File: src/data_decode_pkg.sv
// Address map constants and types for the data-space address decoder
package data_decode_pkg;
	// ==========================================
	// Address map
	localparam int          ADDR_WIDTH      = 16;
	localparam logic [15:0] IO_BASE         = 16'h0000;
	localparam logic [15:0] IO_DIRECT_LAST  = 16'h003F;
	localparam logic [15:0] IO_BIT_LAST     = 16'h001F;
	localparam logic [15:0] IO_GP_LAST      = 16'h000F;
	localparam logic [15:0] EXT_IO_FIRST    = 16'h0040;
	localparam logic [15:0] IO_LAST         = 16'h0FFF;
	localparam logic [15:0] EEPROM_BASE     = 16'h1000;
	localparam logic [15:0] EEPROM_LAST     = 16'h1FFF;
	localparam logic [15:0] SRAM_BASE       = 16'h2000;
	localparam int          GP_REG_COUNT    = 16;
	localparam logic [7:0]  GP_RESET_VALUE  = 8'h00;
	localparam logic [1:0]  EE_MAP_RESET    = 2'h0;

	// ==========================================
	// Access kinds from the core
	typedef enum logic [2:0] {
		ACC_DATA   = 3'h1,
		ACC_DIRECT = 3'h2,
		ACC_BIT    = 3'h4
	} access_type;

	// Selected target, one-hot
	typedef enum logic [3:0] {
		TGT_NONE   = 4'h1,
		TGT_IO     = 4'h2,
		TGT_EEPROM = 4'h4,
		TGT_SRAM   = 4'h8
	} target_type;
endpackage : data_decode_pkg

File: src/data_space_address_decoder.sv
// Data-space address decoder with general purpose I/O registers
// ==========================================
`timescale 1ns/100ps
`default_nettype none
module data_space_address_decoder
	import data_decode_pkg::*;
(
	input  wire logic                  mclk,
	input  wire logic                  rst,
	input  wire logic                  accValid,
	input  wire data_decode_pkg::access_type accKind,
	input  wire logic [15:0]           accAddr,
	input  wire logic                  accWrite,
	input  wire logic [7:0]            accWrData,
	input  wire logic [2:0]            bitIndex,
	input  wire logic                  bitSet,
	input  wire logic                  fetchValid,
	input  wire logic                  eeMapEnable,
	output logic                       ioSel,
	output logic                       eepromSel,
	output logic                       sramSel,
	output logic                       accFault,
	output logic                       bitOpAllowed,
	output logic                       gpSel,
	output logic [11:0]                ioAddr,
	output logic [11:0]                eepromAddr,
	output logic [15:0]                sramAddr,
	output logic                       fetchDataSel,
	output logic [7:0]                 gpRdData,
	output logic                       bitTest
);
	data_decode_pkg::target_type target;
	logic       inIo;
	logic       inDirect;
	logic       inBit;
	logic       inGp;
	logic       inEe;
	logic       inSram;
	logic       isData;
	logic       isDirect;
	logic       isBit;
	logic [7:0] gpValue [GP_REG_COUNT];
	logic [7:0] gpRdData_q;
	logic       bitTest_q;

	// ==========================================
	// Address ranges
	assign inIo     = accAddr <= IO_LAST;
	assign inDirect = accAddr <= IO_DIRECT_LAST;
	assign inBit    = accAddr <= IO_BIT_LAST;
	assign inGp     = accAddr <= IO_GP_LAST;
	assign inEe     = (accAddr >= EEPROM_BASE) && (accAddr <= EEPROM_LAST);
	assign inSram   = accAddr >= SRAM_BASE;
	assign isData   = accValid && (accKind == ACC_DATA);
	assign isDirect = accValid && (accKind == ACC_DIRECT);
	assign isBit    = accValid && (accKind == ACC_BIT);

	// ==========================================
	// Target choice, one target at most
	always_comb begin
		target = TGT_NONE;
		if (isData) begin
			if (inIo) begin
				target = TGT_IO;
			end else if (inEe) begin
				// Unmapped EEPROM window stays empty so the separate space is the only path
				target = eeMapEnable ? TGT_EEPROM : TGT_NONE;
			end else if (inSram) begin
				target = TGT_SRAM;
			end
		end else if (isDirect && inDirect) begin
			target = TGT_IO;
		end else if (isBit && inBit) begin
			target = TGT_IO;
		end
	end

	assign ioSel        = target == TGT_IO;
	assign eepromSel    = target == TGT_EEPROM;
	assign sramSel      = target == TGT_SRAM;
	assign accFault     = accValid && (target == TGT_NONE);
	assign bitOpAllowed = isBit && inBit;
	assign gpSel        = ioSel && inGp;
	// Same register whether reached directly or through data space
	assign ioAddr       = accAddr[11:0];
	assign eepromAddr   = accAddr[11:0] - EEPROM_BASE[11:0];
	assign sramAddr     = accAddr - SRAM_BASE;
	// Fetches go to program memory only; data-space selects ignore them
	assign fetchDataSel = 1'b0;

	// ==========================================
	// General purpose registers
	genvar g;
	generate
		for (g = 0; g < GP_REG_COUNT; g++) begin : gGp
			gp_io_reg uReg (
				.mclk     (mclk),
				.rst      (rst),
				.wrEn     (gpSel && !isBit && accWrite && (accAddr[3:0] == 4'(g))),
				.wrData   (accWrData),
				.bitEn    (gpSel && isBit && accWrite && (accAddr[3:0] == 4'(g))),
				.bitValue (bitSet),
				.bitIndex (bitIndex),
				.value    (gpValue[g])
			);
		end
	endgenerate

	// Read data registered: one cycle after the select
	always_ff @(posedge mclk) begin
		if (rst) begin
			gpRdData_q <= 8'h00;
			bitTest_q  <= 1'b0;
		end else begin
			gpRdData_q <= gpSel ? gpValue[accAddr[3:0]] : 8'h00;
			bitTest_q  <= gpSel && isBit && gpValue[accAddr[3:0]][bitIndex];
		end
	end

	assign gpRdData = gpRdData_q;
	assign bitTest  = bitTest_q;

	// ==========================================
	// Checks
	a_one_target: assert property (@(posedge mclk) disable iff (rst)
		$onehot0({ioSel, eepromSel, sramSel})) else $error("more than one target");
	a_ext_direct: assert property (@(posedge mclk) disable iff (rst)
		(isDirect && accAddr >= EXT_IO_FIRST) |-> !ioSel) else $error("direct reached extended io");
	a_low_io: assert property (@(posedge mclk) disable iff (rst)
		(isData && accAddr <= IO_LAST) |-> ioSel) else $error("low 4KB not io");
	a_ee_map: assert property (@(posedge mclk) disable iff (rst)
		(isData && inEe) |-> (eepromSel == eeMapEnable)) else $error("eeprom map wrong");
	a_ee_base: assert property (@(posedge mclk) disable iff (rst)
		(eepromSel && accAddr == EEPROM_BASE) |-> eepromAddr == 12'h000) else $error("eeprom base");
	a_sram_sel: assert property (@(posedge mclk) disable iff (rst)
		(isData && accAddr >= SRAM_BASE) |-> (sramSel && sramAddr == accAddr - SRAM_BASE))
		else $error("sram not selected");
	a_no_fetch: assert property (@(posedge mclk) disable iff (rst)
		fetchValid |-> !fetchDataSel) else $error("fetch hit data");
	a_bit_range: assert property (@(posedge mclk) disable iff (rst)
		(isBit && accAddr > IO_BIT_LAST) |-> (!bitOpAllowed && accFault)) else $error("bit op range");
	a_gp_write: assert property (@(posedge mclk) disable iff (rst)
		(gpSel && !isBit && accWrite) |=>
			(gpValue[$past(accAddr[3:0])] == $past(accWrData))) else $error("gp write lost");
	a_gp_bit: assert property (@(posedge mclk) disable iff (rst)
		(gpSel && isBit && accWrite) |=>
			(gpValue[$past(accAddr[3:0])][$past(bitIndex)] == $past(bitSet))) else $error("gp bit lost");
	a_ext_data: assert property (@(posedge mclk) disable iff (rst)
		(isData && accAddr >= EXT_IO_FIRST && accAddr <= IO_LAST) |-> (ioSel && ioAddr == accAddr[11:0]))
		else $error("extended io not reached by data");
	a_idle_quiet: assert property (@(posedge mclk) disable iff (rst)
		!accValid |-> !(ioSel || eepromSel || sramSel || accFault)) else $error("select without access");
	a_fault_alone: assert property (@(posedge mclk) disable iff (rst)
		accFault |-> !(ioSel || eepromSel || sramSel)) else $error("fault with select");
	a_direct_same: assert property (@(posedge mclk) disable iff (rst)
		(isDirect && inDirect) |-> (ioSel && ioAddr == accAddr[11:0])) else $error("direct mismatch");
endmodule : data_space_address_decoder
`default_nettype wire

File: src/gp_io_reg.sv
// One general purpose I/O storage register with bit set and clear
`timescale 1ns/100ps
`default_nettype none
module gp_io_reg
	import data_decode_pkg::*;
(
	input  wire logic       mclk,
	input  wire logic       rst,
	input  wire logic       wrEn,
	input  wire logic [7:0] wrData,
	input  wire logic       bitEn,
	input  wire logic       bitValue,
	input  wire logic [2:0] bitIndex,
	output var  logic [7:0] value
);
	logic [7:0] value_q;

	// ==========================================
	// Storage, no side effects on read
	always_ff @(posedge mclk) begin
		if (rst) begin
			value_q <= data_decode_pkg::GP_RESET_VALUE;
		end else if (wrEn) begin
			value_q <= wrData;
		end else if (bitEn) begin
			value_q[bitIndex] <= bitValue;
		end
	end

	assign value = value_q;
endmodule : gp_io_reg
`default_nettype wire

File: config.mk
export PLATFORM = sky130hd
export DESIGN_NAME = data_space_address_decoder
export DESIGN_NICKNAME = d
export VERILOG_FILES = /design/src/data_decode_pkg.sv /design/src/data_space_address_decoder.sv /design/src/gp_io_reg.sv
export SDC_FILE = /design/constraint.sdc
export NUM_CORES = 1
export LEC_CHECK = 0
export ABC_AREA = 1
export BUFFER_PORTS_ARGS = -buffer_cell sky130_fd_sc_hd__buf_2
export CAP_MARGIN = 15
export CORE_UTILIZATION = 50
export CTS_BUF_LIST = sky130_fd_sc_hd__clkbuf_16
export CTS_CLUSTER_DIAMETER = 100
export CTS_CLUSTER_SIZE = 25
export DETAILED_ROUTE_END_ITERATION = 8
export GPL_TIMING_DRIVEN = 0
export MAX_ROUTING_LAYER = met4
export PLACE_DENSITY_LB_ADDON = 0.12
export SLEW_MARGIN = 20
export SYNTH_ARGS = -nofsm -noshare
export SYNTH_HDL_FRONTEND = slang
export SYNTH_HIERARCHICAL = 1
export SYNTH_SLANG_ARGS = --single-unit
export TNS_END_PERCENT = 20
File: constraint.sdc
create_clock -name mclk -period 3.3 [get_ports mclk]
set_input_delay 0.165 -clock mclk [delete_from_list [all_inputs] [get_ports mclk]]
set_output_delay 0.165 -clock mclk [all_outputs]
set_load 0.01 [all_outputs]
==> flow_summary.ini <==
[outcome]
status = finished, final reports clean

[detailed_routing]
vias = 14100
top_layer_used = met4
wl_per_cell_um = 15.2
via_per_inst = 5.26
antenna_left = 0
wl_met3_mm = 3.63
post-route-drc-count = 0
dr_wl_met2_mm = 17.9
dr.pass1.iters = 6
met1Wirelength_mm = 17.4
drt_iter0_drc = 1273
wl_mm = 40.8

[logic_synthesis]
synth_ff_type = dfxtp_1
synth-seq-area-share = 0.228
synth_area_leaders = nand2_1 31%, dfxtp_1 23%, nor2_1 10%
ys_ff_latch = 137
async_flop_share = 0
syn_area_per_cell_um2 = 5.36
syn-num-nets = 2284
syn_inst = 2246
yosysUniqueCellTypes = 34
yosys_warnings = 6
synth_top_area_share = 0.311
synth_edf_count = 0
yosysTopAreaCell = nand2_1
syn-cell-area_um2 = 12000

[timing]
fin_tns_setup_ns = 0
relSlewSlack = 0.315
rsz0062_at_grt = no
fin_crit_ns = 2.24
slew_viol_final = 0
worst_pin_slew_ns = 1.03
fin_crit_sh = 0.678
finalSetupViolCount = 0
hold_viol = 0
fmax_mhz = 447
fin_skew_ns = 0.00789

[setup_path]
critPathCaptureType = flip-flop
r2r_cells = 14
setup.worst_path.start_class = primary input
path_class = in2reg
reg2reg_slack_ns = 1.71
crit_required_ns = 3.66
slowest_stage = nor4_1
cp.arrival_ns = 2.59
crit_chain = buf_2 > nor4_1 > nand2_1 > nor2_1 > nand2_2 > nand2_4 > nand2_4 > nor2_8 > nand2_4 > buf_6 > nor2_2 > or2_1 > buf_4 > nand2_1 > nand2_1 > nand2_1 > nor2_1
critPathLaunch = accAddr[10]
r2r_end = bitTest
cpPeakStageDelay_ns = 0.44
worst-path-max-fanout = 10
regToRegStartpoint = gGp[13].uReg/value[0]
crit_top_cell = nand2_1

[grt]
grt_max_degree = 78
grt_pass1_vias = 12200
antenna_found_initial = 0
grt_pass1_wl_mm = 64.0
grt_overflow_total = 0
gr-usage-all-layers = 0.346

[finish]
fill_cells = 2412
final_cell_count_no_fill = 2688
nets = 2395
drive_gt1_frac = 0.184
diodes = 0
final_common_cell = nand2_1
layout_common_cells = 998 x nand2_1, 321 x nor2_1, 235 x nand3_1, 137 x dfxtp_1, 115 x inv_2
area_growth_pct = 13.3

[cts]
cts_setup_buffers = 0
cts_made_buffers = 17
numClockSinks = 137
clk_pin_slew_ns = 0.06
cts_resized = 0
cts-root-buf = clkbuf_16
clk_path_buf_depth = 2
cts.htree.levels = 4
cts_tree = built
holdBufCountCts = 0
clk_latency_ns = 0.43

[floorplanning]
num_rows = 56
die_y_um = 157
initial_core_util = 0.512
core_um2 = 23500
die-area_um2 = 24700
pin_count = 93
fp.dieW_um = 157

[pwr]
powerDensity_nw_per_um2 = 327
leakagePower_nw = 7.50
ir_drop_v = 0.000300

[hold_path]
hold_depth = 4
hold_class = in2reg
hp-start = accAddr[4]
min_delay_worst_endpoint = gpRdData[7]

[placed_design]
dp.cells = 2657
portBuffers = 89
gp_congestion = 0.938
hpwl_mm = 27.0

[job]
cap_violations = 0
## cell families (layout without fill, tap and decap cells)
group | Yosys count | count (layout) | synth area share
adders and majority gates | 1 | 1 | 0.00104
xor gates and xnor gates | 1 | 1 | 0.000727
buffers and inverters | 325 | 448 | 0.145
AOI/OAI and AO/OA | 103 | 103 | 0.0431
and+or+nand+nor | 1678 | 1678 | 0.582
other | 1 | 1 | 0.000311
DFF | 137 | 137 | 0.228
## power breakdown
group          leakage (nW)  internal [mW]  total [mW]  switching (mW)
Sequential             1.10           1.65        1.65    0.0000000458
Clock                 0.317           1.41        2.19           0.780
Combinational          6.08          0.159       0.616           0.457
## registers in the layout, indices dropped and copies added, names as in the netlist
register,count
gGp.uReg/value,128
gpRdData,8
bitTest,1
## area by class of cell
class | instances | area [µm²] | area share
Multi-Input combinational cell | 1784 | 7550 | 0.554
Sequential cell | 137 | 2740 | 0.201
Buffer | 111 | 885 | 0.0648
Inverter | 214 | 863 | 0.0633
Timing Repair Buffer | 92 | 547 | 0.0401
Clock buffer | 17 | 425 | 0.0312
Tap cell | 319 | 399 | 0.0293
Clock inverter | 14 | 229 | 0.0168
## through the flow
step,utilization,setup WS [ns],hold slack (ns),cell area [µm²],power [mW]
5_1_grt,0.580,0.772,0.204,13600,4.61
4_1_cts,0.580,1.06,0.173,13600,4.47
3_5_place_dp,0.552,0.641,0.499,13000,2.29
2_1_floorplan,-,1.25,0.359,12000,2.00
3_3_place_gp,0.547,0.314,0.499,12900,2.28
6_report,0.580,1.06,0.180,13600,4.46
## how the worst max path moves through the flow
stage	slack, ns	to
3_3_place_gp	0.31	gGp[2].uReg/value[3]
6_report	1.06	gGp[13].uReg/value[5]
2_1_floorplan	1.25	gGp[10].uReg/value[5]
3_5_place_dp	0.64	gGp[9].uReg/value[6]
5_1_grt	0.77	gGp[9].uReg/value[6]
4_1_cts	1.06	gGp[13].uReg/value[5]
## synth_stat cells (2+ instances only)
master / n
or2_1: 16
buf_1: 2
o21ai_1: 32
nand2_4: 4
a21oi_1: 2
o21ai_0: 68
nand3_1: 235
buf_4: 54
nand3b_1: 32
inv_4: 16
clkbuf_1: 13
buf_6: 34
dfxtp_1: 137
inv_2: 115
nor2_2: 62
nand2_1: 998
clkinv_2: 16
inv_1: 67
buf_2: 8
nor2_1: 321
## critical path: cells and delay by family
| family | cells | cell delay, ns |
|---|---|---|
| simple gates | 14 | 1.92 |
| buf+inv | 3 | 0.48 |
## per-layer routing
| metal | track usage | up-vias |
|---|---|---|
| li1 | - | 7126 |
| met1 | 0.445 | 6211 |
| met4 | 0.171 | 0 |
| met3 | 0.0454 | 135 |
| met5 | - | - |
| met2 | 0.534 | 657 |
Power figures use the tool's default switching activity.
